**src/adc_seq_pkg.sv**
```systemverilog
// Shared constants for the diagnostic converter sequencer
package adc_seq_pkg;

    // ------------------------------------------------------------
    // Clocking and timing
    // ------------------------------------------------------------
    localparam int MCLK_HZ         = 25_000_000;
    localparam int OSC_HZ          = 1_228_800;    // Nominal oscillator rate
    localparam int ADC_DIV         = 16;           // ADC clock divider
    localparam int ADC_CLK_HZ      = OSC_HZ / ADC_DIV;
    localparam int MIN_CONV_TICKS  = 20;
    localparam int PWR_WAIT_US     = 210;
    // Least time; 25 cycles per microsecond is exact, no rounding
    localparam int PWR_WAIT_CYCLES =
        (PWR_WAIT_US * (MCLK_HZ / 1_000_000) + 0);

    // Conversion rates in Hz and their lengths in ADC clock ticks
    localparam int RATE_640_HZ  = 640;
    localparam int RATE_1280_HZ = 1280;
    localparam int RATE_2560_HZ = 2560;
    localparam int RATE_3840_HZ = 3840;
    localparam logic [6:0] TICKS_640  = 7'(ADC_CLK_HZ / RATE_640_HZ);
    localparam logic [6:0] TICKS_1280 = 7'(ADC_CLK_HZ / RATE_1280_HZ);
    localparam logic [6:0] TICKS_2560 = 7'(ADC_CLK_HZ / RATE_2560_HZ);
    localparam logic [6:0] TICKS_3840 = 7'(ADC_CLK_HZ / RATE_3840_HZ);

    // ------------------------------------------------------------
    // Register indices (byte address is four times the index)
    // ------------------------------------------------------------
    localparam logic [7:0] IDX_CONFIG    = 8'h20;
    localparam logic [7:0] IDX_TRIGGER   = 8'h21;
    localparam logic [7:0] IDX_STATUS    = 8'h22;
    localparam logic [7:0] IDX_EXT0      = 8'h24;
    localparam logic [7:0] IDX_EXT1      = 8'h25;
    localparam logic [7:0] IDX_TEMP      = 8'h26;
    localparam logic [7:0] IDX_OFFSET    = 8'h28;

    // Config register fields
    localparam int CFG_FIRST_LSB = 0;
    localparam int CFG_LAST_LSB  = 4;
    localparam int CFG_SINGLE    = 8;
    localparam int CFG_SPAN      = 9;
    localparam int CFG_RATE_LSB  = 10;
    localparam int CFG_BUF_PD    = 12;
    localparam int CFG_OFS_SKIP  = 13;
    localparam int CFG_IN1_EN    = 14;
    localparam int CFG_WIDTH     = 15;
    localparam logic [CFG_WIDTH-1:0] CFG_RESET = 15'h5_080;

    // ------------------------------------------------------------
    // Slots and codes
    // ------------------------------------------------------------
    localparam logic [3:0]  SLOT_OFFSET   = 4'h0;
    localparam logic [3:0]  SLOT_EXT0     = 4'h1;
    localparam logic [3:0]  SLOT_EXT1     = 4'h2;
    localparam logic [3:0]  SLOT_TEMP     = 4'h3;
    localparam logic [3:0]  SLOT_DAC_NODE = 4'h8;
    localparam logic [11:0] MID_CODE      = 12'h7FF;
    localparam logic [11:0] ZERO_CODE     = 12'h000;
    localparam logic [11:0] FULL_CODE     = 12'hFFF;

endpackage

```
**src/slot_timer.sv**
```systemverilog
// Conversion slot timer: ADC clock divider and tick counter
`timescale 1ns/1ps
module slot_timer
    import adc_seq_pkg::*;
#(
    parameter int DIV = ADC_DIV
) (
    input  wire logic       mclk,
    input  wire logic       rst_n,
    input  wire logic       ce,
    input  wire logic       start,
    input  wire logic [6:0] ticks,
    output logic            done
);

    logic [3:0] divCnt_reg;
    logic [6:0] tickCnt_reg;
    logic       running_reg;
    logic       adcTick;

    // ADC clock edge once every DIV system cycles
    assign adcTick = (divCnt_reg == 4'(DIV - 1));

    // ------------------------------------------------------------
    // Divider, restarted with each slot so slot length is exact
    // ------------------------------------------------------------
    always_ff @(posedge mclk or negedge rst_n) begin
        if (!rst_n) begin
            divCnt_reg <= 4'h0;
        end else if (ce) begin
            if (start || adcTick) begin
                divCnt_reg <= 4'h0;
            end else begin
                divCnt_reg <= divCnt_reg + 4'h1;
            end
        end
    end

    // Tick counter; done pulses on the last ADC tick of the slot
    always_ff @(posedge mclk or negedge rst_n) begin
        if (!rst_n) begin
            tickCnt_reg <= 7'h00;
            running_reg <= 1'b0;
        end else if (ce) begin
            if (start) begin
                tickCnt_reg <= ticks;
                running_reg <= 1'b1;
            end else if (running_reg && adcTick) begin
                tickCnt_reg <= tickCnt_reg - 7'h01;
                if (tickCnt_reg == 7'h01) begin
                    running_reg <= 1'b0;
                end
            end
        end
    end

    assign done = ce && running_reg && adcTick && (tickCnt_reg == 7'h01);

endmodule

```
**src/adc_channel_sequencer.sv**
```systemverilog
// Channel sequencer, timing and result registers for the diagnostic ADC
//
// What this block does
// - Sixteen ordered slots; first and last index fields bound the conversions.
// - Single-pass mode converts first to last once per trigger, then idles.
// - Continuous mode loops first to last while conversion stays enabled.
// - Fixed order: offset, two inputs, temperature, five diagnostics, ground.
// - Non-input slots run at 2560 Hz, one reference span; slot 8 twice.
// - Equal indices convert one slot; first below last converts every slot between them.
// - After reset first index is 0 and last index is 8.
// - Disabled second input reads zero but still takes its slot time.
// - First index above last acts as if last equals first.
// - Continuous: writing 1 starts; writing 0 stops after the current slot.
// - Single-pass: writing 1 starts; trigger clears itself at sequence end.
// - Each conversion lasts at least 20 ticks of oscillator divided by 16.
// - Span select 0 gives twice reference, 1 gives one reference.
// - Rate field picks 640, 1280, 2560 or 3840 Hz for inputs.
// - Busy flag high while a sequence runs; trigger bit also shows idle.
// - Results hold the latest value; reads never stall conversions.
// - Offset slot stores 7FFh minus raw as two's complement at 28h.
// - Offset is subtracted from results unless offset skip is set.
// - Input results stored unsigned at 24h and 25h.
// - Input codes run 000 to FFF with 800 at mid-scale.
// - Temperature result is written at 26h when its slot finishes.
// - A trigger during the 210 us buffer wait is held off until it ends.
// - Single-pass select resets to continuous; 1 selects single-pass.
//
// Added by the designer: the APB interface to the registers.
`timescale 1ns/1ps
module adc_channel_sequencer
    import adc_seq_pkg::*;
#(
    parameter int PWR_WAIT = PWR_WAIT_CYCLES
) (
    input  wire logic        mclk,
    input  wire logic        rst_n,
    input  wire logic        ce,
    // APB slave
    input  wire logic        psel,
    input  wire logic        penable,
    input  wire logic        pwrite,
    input  wire logic [11:0] paddr,
    input  wire logic [31:0] pwdata,
    output logic             pready,
    output logic [31:0]      prdata,
    output logic             pslverr,
    // Converter core
    input  wire logic [11:0] sampleData,
    output logic [3:0]       convSlot,
    output logic             convActive,
    output logic             convSpanDouble,
    output logic             bufferPowerDown
);

    typedef enum logic [1:0] {
        ST_IDLE,
        ST_POWER_WAIT,
        ST_CONVERT
    } seq_state_e;

    // ------------------------------------------------------------
    // Declarations
    // ------------------------------------------------------------
    seq_state_e             state_reg;
    logic [CFG_WIDTH-1:0]   config_reg;
    logic                   trigger_reg;
    logic [3:0]             slot_reg;
    logic [11:0]            ext0Result_reg;
    logic [11:0]            ext1Result_reg;
    logic [11:0]            tempResult_reg;
    logic [11:0]            offsetValue_reg;
    logic [31:0]            prdata_reg;
    logic                   addrBad_reg;
    logic [12:0]            pwrCnt_reg;
    logic                   slotStart_reg;
    logic                   slotDone;
    logic                   pwrReady;
    logic [3:0]             firstSlot;
    logic [3:0]             lastSlot;
    logic [3:0]             effLast;
    logic [1:0]             rateSel;
    logic [6:0]             slotTicks;
    logic [11:0]            corrected;
    logic [12:0]            diff;
    logic [7:0]             regIndex;
    logic                   wrEn;
    logic                   setupPhase;
    logic                   trigWrite;
    logic                   seqEnd;

    // ------------------------------------------------------------
    // Configuration fields
    // ------------------------------------------------------------
    assign firstSlot = config_reg[CFG_FIRST_LSB +: 4];
    assign lastSlot  = config_reg[CFG_LAST_LSB +: 4];
    // A first index above the last collapses to one slot
    assign effLast   = (firstSlot > lastSlot) ? firstSlot : lastSlot;
    assign rateSel   = config_reg[CFG_RATE_LSB +: 2];

    // ------------------------------------------------------------
    // APB decode
    // ------------------------------------------------------------
    // Word index; the low two address bits select no byte lane
    assign regIndex   = paddr[9:2];
    assign setupPhase = psel && !penable;
    assign wrEn       = psel && penable && pwrite && !addrBad_reg;
    assign trigWrite  = wrEn && (regIndex == IDX_TRIGGER);
    // Zero wait states: reads come from a flop loaded in setup
    assign pready     = 1'b1;
    assign prdata     = prdata_reg;
    assign pslverr    = psel && penable && addrBad_reg;

    // Read data and address check captured during the setup cycle
    always_ff @(posedge mclk or negedge rst_n) begin
        if (!rst_n) begin
            prdata_reg  <= 32'h0000_0000;
            addrBad_reg <= 1'b0;
        end else if (ce && setupPhase) begin
            addrBad_reg <= 1'b0;
            prdata_reg  <= 32'h0000_0000;
            unique case (regIndex)
                IDX_CONFIG:  prdata_reg <= {17'h0_0000, config_reg};
                IDX_TRIGGER: prdata_reg <= {31'h0000_0000, trigger_reg};
                IDX_STATUS:  prdata_reg <= {31'h0000_0000, convActive};
                IDX_EXT0:    prdata_reg <= {20'h0_0000, ext0Result_reg};
                IDX_EXT1:    prdata_reg <= {20'h0_0000, ext1Result_reg};
                IDX_TEMP:    prdata_reg <= {20'h0_0000, tempResult_reg};
                IDX_OFFSET:  prdata_reg <= {20'h0_0000, offsetValue_reg};
                default:     addrBad_reg <= 1'b1;
            endcase
            // Upper address bits set would alias a register, so refuse them
            if (paddr[11:10] != 2'b00) begin
                addrBad_reg <= 1'b1;
                prdata_reg  <= 32'h0000_0000;
            end
        end
    end

    // ------------------------------------------------------------
    // Configuration register
    // ------------------------------------------------------------
    // Reset gives first 0, last 8, continuous mode, buffer powered down
    always_ff @(posedge mclk or negedge rst_n) begin
        if (!rst_n) begin
            config_reg <= CFG_RESET;
        end else if (ce && wrEn && regIndex == IDX_CONFIG) begin
            // Writes mid-sequence are taken; software should avoid them
            config_reg <= pwdata[CFG_WIDTH-1:0];
        end
    end

    // ------------------------------------------------------------
    // Trigger bit
    // ------------------------------------------------------------
    // Sequence ends on the last slot in single-pass mode
    assign seqEnd = slotDone && (slot_reg == effLast) && config_reg[CFG_SINGLE];

    // A software write in the self-clear cycle wins so no start is lost
    always_ff @(posedge mclk or negedge rst_n) begin
        if (!rst_n) begin
            trigger_reg <= 1'b0;
        end else if (ce) begin
            if (trigWrite) begin
                trigger_reg <= pwdata[0];
            end else if (seqEnd) begin
                trigger_reg <= 1'b0;
            end
        end
    end

    // ------------------------------------------------------------
    // Buffer power-up timer
    // ------------------------------------------------------------
    // Restarts whenever the buffer is powered down
    always_ff @(posedge mclk or negedge rst_n) begin
        if (!rst_n) begin
            pwrCnt_reg <= 13'h0000;
        end else if (ce) begin
            if (config_reg[CFG_BUF_PD]) begin
                pwrCnt_reg <= 13'h0000;
            end else if (!pwrReady) begin
                pwrCnt_reg <= pwrCnt_reg + 13'h0001;
            end
        end
    end

    assign pwrReady = (pwrCnt_reg >= 13'(PWR_WAIT));
    assign bufferPowerDown = config_reg[CFG_BUF_PD];

    // ------------------------------------------------------------
    // Sequencer state machine
    // ------------------------------------------------------------
    always_ff @(posedge mclk or negedge rst_n) begin
        if (!rst_n) begin
            state_reg     <= ST_IDLE;
            slot_reg      <= 4'h0;
            slotStart_reg <= 1'b0;
        end else if (ce) begin
            slotStart_reg <= 1'b0;
            unique case (state_reg)
                ST_IDLE: begin
                    if (trigger_reg) begin
                        state_reg <= ST_POWER_WAIT;
                    end
                end
                ST_POWER_WAIT: begin
                    // Early trigger is held here until the buffer settles
                    if (!trigger_reg) begin
                        state_reg <= ST_IDLE;
                    end else if (pwrReady) begin
                        state_reg     <= ST_CONVERT;
                        slot_reg      <= firstSlot;
                        slotStart_reg <= 1'b1;
                    end
                end
                ST_CONVERT: begin
                    if (slotDone) begin
                        if (slot_reg == effLast) begin
                            if (config_reg[CFG_SINGLE] || !trigger_reg) begin
                                state_reg <= ST_IDLE;
                            end else begin
                                slot_reg      <= firstSlot;
                                slotStart_reg <= 1'b1;
                            end
                        end else if (!config_reg[CFG_SINGLE] && !trigger_reg) begin
                            // Stop only once the running slot is done
                            state_reg <= ST_IDLE;
                        end else begin
                            slot_reg      <= slot_reg + 4'h1;
                            slotStart_reg <= 1'b1;
                        end
                    end
                end
            endcase
        end
    end

    assign convActive = (state_reg != ST_IDLE);
    assign convSlot   = slot_reg;

    // ------------------------------------------------------------
    // Per-slot rate and span
    // ------------------------------------------------------------
    // Inputs take the programmed rate, all other slots the fixed one
    always_comb begin
        slotTicks = TICKS_2560;
        if (slot_reg == SLOT_EXT0 || slot_reg == SLOT_EXT1) begin
            unique case (rateSel)
                2'd0: slotTicks = TICKS_640;
                2'd1: slotTicks = TICKS_1280;
                2'd2: slotTicks = TICKS_2560;
                2'd3: slotTicks = TICKS_3840;
            endcase
        end
    end

    // Span bit low means twice the reference for the inputs
    always_comb begin
        if (slot_reg == SLOT_EXT0 || slot_reg == SLOT_EXT1) begin
            convSpanDouble = !config_reg[CFG_SPAN];
        end else begin
            convSpanDouble = (slot_reg == SLOT_DAC_NODE);
        end
    end

    // Slot length: the fastest rate still gives 20 ADC ticks
    slot_timer #(
        .DIV (ADC_DIV)
    ) u_timer (
        .mclk  (mclk),
        .rst_n (rst_n),
        .ce    (ce),
        .start (slotStart_reg),
        .ticks (slotTicks),
        .done  (slotDone)
    );

    // ------------------------------------------------------------
    // Offset correction
    // ------------------------------------------------------------
    // Subtract the stored offset and clamp to the unsigned code range
    always_comb begin
        diff = {1'b0, sampleData} - {offsetValue_reg[11], offsetValue_reg};
        if (config_reg[CFG_OFS_SKIP]) begin
            corrected = sampleData;
        end else if (offsetValue_reg[11] && diff[12]) begin
            corrected = FULL_CODE;
        end else if (!offsetValue_reg[11] && diff[12]) begin
            corrected = ZERO_CODE;
        end else begin
            corrected = diff[11:0];
        end
    end

    // ------------------------------------------------------------
    // Result registers
    // ------------------------------------------------------------
    // Whole-word update on the slot's last cycle, never partial
    always_ff @(posedge mclk or negedge rst_n) begin
        if (!rst_n) begin
            offsetValue_reg <= ZERO_CODE;
        end else if (ce && slotDone && slot_reg == SLOT_OFFSET) begin
            offsetValue_reg <= MID_CODE - sampleData;
        end
    end

    // Input results are straight binary, 000 to FFF
    always_ff @(posedge mclk or negedge rst_n) begin
        if (!rst_n) begin
            ext0Result_reg <= ZERO_CODE;
            ext1Result_reg <= ZERO_CODE;
        end else if (ce && slotDone) begin
            if (slot_reg == SLOT_EXT0) begin
                ext0Result_reg <= corrected;
            end
            if (slot_reg == SLOT_EXT1) begin
                // Unused second input reads zero yet kept its slot time
                ext1Result_reg <= config_reg[CFG_IN1_EN] ? corrected
                                                         : ZERO_CODE;
            end
        end
    end

    // Temperature result
    always_ff @(posedge mclk or negedge rst_n) begin
        if (!rst_n) begin
            tempResult_reg <= ZERO_CODE;
        end else if (ce && slotDone && slot_reg == SLOT_TEMP) begin
            tempResult_reg <= corrected;
        end
    end

endmodule

```
**config.mk**
```make
export PLATFORM = sky130hd
export DESIGN_NAME = adc_channel_sequencer
export DESIGN_NICKNAME = d
export VERILOG_FILES = /design/src/adc_seq_pkg.sv /design/src/slot_timer.sv /design/src/adc_channel_sequencer.sv
export SDC_FILE = /design/constraint.sdc
export NUM_CORES = 1
export LEC_CHECK = 0
export BUFFER_PORTS_ARGS = -buffer_cell sky130_fd_sc_hd__buf_2
export CAP_MARGIN = 15
export CORE_UTILIZATION = 35
export CTS_BUF_LIST = sky130_fd_sc_hd__clkbuf_2
export CTS_CLUSTER_DIAMETER = 40
export DETAILED_ROUTE_END_ITERATION = 8
export PLACE_DENSITY = 0.56
export REMOVE_ABC_BUFFERS = 1
export SYNTH_ARGS = -nofsm -noshare
export SYNTH_HDL_FRONTEND = slang
export SYNTH_SLANG_ARGS = --single-unit
export TNS_END_PERCENT = 20
```
**constraint.sdc**
```tcl
create_clock -name mclk -period 3 [get_ports mclk]
set_input_delay 0.45 -clock mclk [delete_from_list [all_inputs] [get_ports mclk]]
set_output_delay 0.45 -clock mclk [all_outputs]
set_load 0.02 [all_outputs]
```
==> results.json <==
{
  "finalSetupViolCount": 0,
  "finalMaxSlewViolations": 0,
  "fmax_ghz": 0.357,
  "wl_um": 17800,
  "drt_pass1_iterations": 5,
  "hold_violations": 0,
  "ys_async_sr_fraction_pct": 100,
  "relSlewSlack_pct": 51.5,
  "dpl.hpwl_um": 13300,
  "slowest_delay_ns": 0.54,
  "synth_cells": 726,
  "rsz0062_at_grt": "no",
  "placementRows": 50,
  "grt_pass1_wl_um": 29400,
  "yosysWarnings": 0,
  "nFillCells": 1900,
  "synth_most_common_cell": "dfrtp_1",
  "combPwrFrac_pct": 23.3,
  "crit_slowest_cell": "dlygate4sd3_1",
  "required_ns": 3.57,
  "yosysTopAreaCellShare_pct": 41.0,
  "min_path_type": "input port to flip-flop",
  "synth_seq_cells": 112,
  "post_drt_wl_per_cell_um": 16.8,
  "viasPerCell": 5.19,
  "port_buffers": 65,
  "die_width_um": 140,
  "layout.nets": 914,
  "worstPathArrival_ns": 3.38,
  "path_cells": "dlygate4sd3_1 -> buf_2 -> inv_1 -> ha_1 -> inv_1 -> fa_1 -> a21oi_1 -> o221ai_2 -> buf_4 -> a31o_2 -> a21oi_1 -> xor2_1 -> nor3b_1 -> a211o_1",
  "netlist.top_cell.by_area": "dfrtp_1",
  "power_density_mw_per_mm2": 438,
  "fin_crit_sh_pct": 93.5,
  "clock-sinks": 112,
  "drive_gt1_share_pct": 17.8,
  "ir_drop_mv": 0.175,
  "ys_types": 70,
  "start_kind": "input port",
  "fin_area_sq_mm": 0.00766,
  "crit_family": "compound AO/OA/AOI/OAI gates",
  "switching_share_pct": 34.9,
  "grt_overflow_total": 0,
  "fin_skew_ns": 0.0412,
  "worst_slew_pin_slew_ns": 0.727,
  "ios": 103,
  "seq_power_share_pct": 53.9,
  "antenna_found_initial": 0,
  "cts_buffers": 9,
  "grt_max_degree": 54,
  "synth_area_sq_mm": 0.00665,
  "maxCapViolations": 0,
  "antenna_left": 0,
  "num_vias": 5515,
  "worst-path-buf-inv": 5,
  "die_h_um": 140,
  "total_power_uw": 3360,
  "clock_latency_ns": 0.67,
  "internal_power_uw": 2190,
  "avgSynthCellArea_sq_um": 9.16,
  "grtUsageTotal_pct": 19.3,
  "h-tree-depth": 3,
  "area_growth_pct": 15.2,
  "synthTopCellsByCount": "dfrtp_1, nand2_1, o21ai_0, nor2_1, inv_1",
  "end_kind": "flip-flop",
  "pwr-share-clk_pct": 22.9,
  "gp_congestion": 0.831,
  "ys.flop_type": "dfrtp_1",
  "die_area_sq_mm": 0.0196,
  "synth_top_cells_by_area": "dfrtp_1, ha_1, nand2_1",
  "p_leak_uw": 0.00348,
  "ys_seq_area_share_pct": 42.2,
  "cts_tree": "yes",
  "clk_path_buf_depth": 2,
  "path_class": "input port to flip-flop",
  "p_sw_uw": 1170,
  "crit_fanout": 3,
  "period_needed_ns": 2.80,
  "tns_ns": 0,
  "place_area_sq_mm": 0.00727,
  "drtIter0Drc": 344,
  "path_clk_slew_ns": 0.30,
  "drc": 0,
  "initial_core_util_pct": 35.7,
  "core-area_sq_mm": 0.0186,
  "grt_pass1_vias": 5434,
  "antenna_cells": 0,
  "cts_root_buf": "clkbuf_2",
  "synth_edf_count": 0,
  "status": "finished, final reports clean"
}
[power groups by stage]
| stage | sequential [uW] | combinational (uW) | clock (uW) |
|---|---|---|---|
| 6_report | 1810 | 781 | 769 |
| 5_1_grt | 1840 | 889 | 858 |
| 4_1_cts | 1810 | 790 | 802 |
| 3_5_place_dp | 1830 | 762 | 0 |
| 3_3_place_gp | 1830 | 753 | 0 |
| 2_1_floorplan | 1800 | 523 | 0 |
[worst reg2reg max path, cell delays in order (launching register included)]
cell and delay [ns]:
dfrtp_1 0.48, ha_1 0.19, inv_1 0.05, fa_1 0.40
a21oi_1 0.27, o221ai_2 0.19, buf_4 0.17, a31o_2 0.22
a21oi_1 0.17, xor2_1 0.23, nor3b_1 0.08, a211o_1 0.28
[placed cells by master (no fill, tap or decap), drive strengths merged, types with 8 or more instances in the layout]
master,n
conb,18
nor2,66
nor2b,8
dlygate4sd3,27
nand3,14
o31ai,11
buf,90
a221oi,9
a22o,13
clkbuf,10
nand2,92
xor2,9
mux2,18
ha,28
dfrtp,109
xnor2,14
nor4,8
o21ai,67
inv,47
mux2i,20
nor3,21
a21oi,36
[final timing paths]
kind	from	endpoint	slack, ns	cells past startpoint
worst max-delay path	sampleData[0]	ext1Result_reg[10]	0.20	14
min in group asynchronous	rst_n	pwrCnt_reg[3]	0.12	2
worst min register to register	u_timer.running_reg	u_timer.running_reg	0.52	2
worst max register to register	offsetValue_reg[0]	ext1Result_reg[10]	0.20	11
worst min-delay path	sampleData[1]	offsetValue_reg[1]	0.06	2
max in group asynchronous	rst_n	tempResult_reg[7]	1.98	3
[timing repair]
item | 4_1_cts | 5_1_grt
endpoints found under the hold margin | 93 | 0
gates cloned | 0 | 0
setup buffers | 0 | 0
setup endpoints to repair | 1 | 1
hold buffers | 27 | 0
pin swaps | 0 | 0
resized for setup | 1 | 1
[per-stage QoR]
stage / util [%] / hold WS (ns) / setup WS, ns / std cells
after floorplan: - / 0.154 / 0.429 / 695
after global placement: 39.0 / 0.332 / 0.0773 / 1019
after detailed placement: 39.0 / 0.332 / 0.0569 / 1019
after CTS: 41.1 / 0.000965 / 0.115 / 1062
after global routing: 41.1 / 0.0120 / 0.0262 / 1062
final: 41.1 / 0.0586 / 0.196 / 1062
[cell families (layout without fill, tap and decap cells)]
kind of cell | after synthesis | count (layout) | share of synthesized area [%]
AO/OA/AOI/OAI | 190 | 190 | 19.0
XOR/XNOR | 23 | 23 | 3.03
adder cells (fa/ha/maj) | 30 | 30 | 5.72
buffers and inverters | 92 | 178 | 6.81
flip-flops | 112 | 112 | 42.2
multiplexers | 39 | 39 | 6.45
other | 2 | 18 | 0.113
AND/OR/NAND/NOR | 238 | 238 | 16.7
[routing by layer]
metal,global-route usage [%],up-vias,share of wire (%)
met5,0,-,0
met4,4.74,0,1.6
met3,3.82,14,4.5
met2,31.8,134,48
met1,26.0,2643,46
li1,-,2724,-
[area by class of cell]
cell class / instances / area (sq um) / area share [%]
timing repair buffer: 117 / 811 / 10.6
sequential: 112 / 2810 / 36.6
clock buffer: 10 / 50.0 / 0.653
clock inverter: 6 / 75.1 / 0.979
tap: 234 / 293 / 3.82
multi-input combinational: 538 / 3460 / 45.1
inverter: 45 / 169 / 2.20
Power figures use the tool's default switching activity.
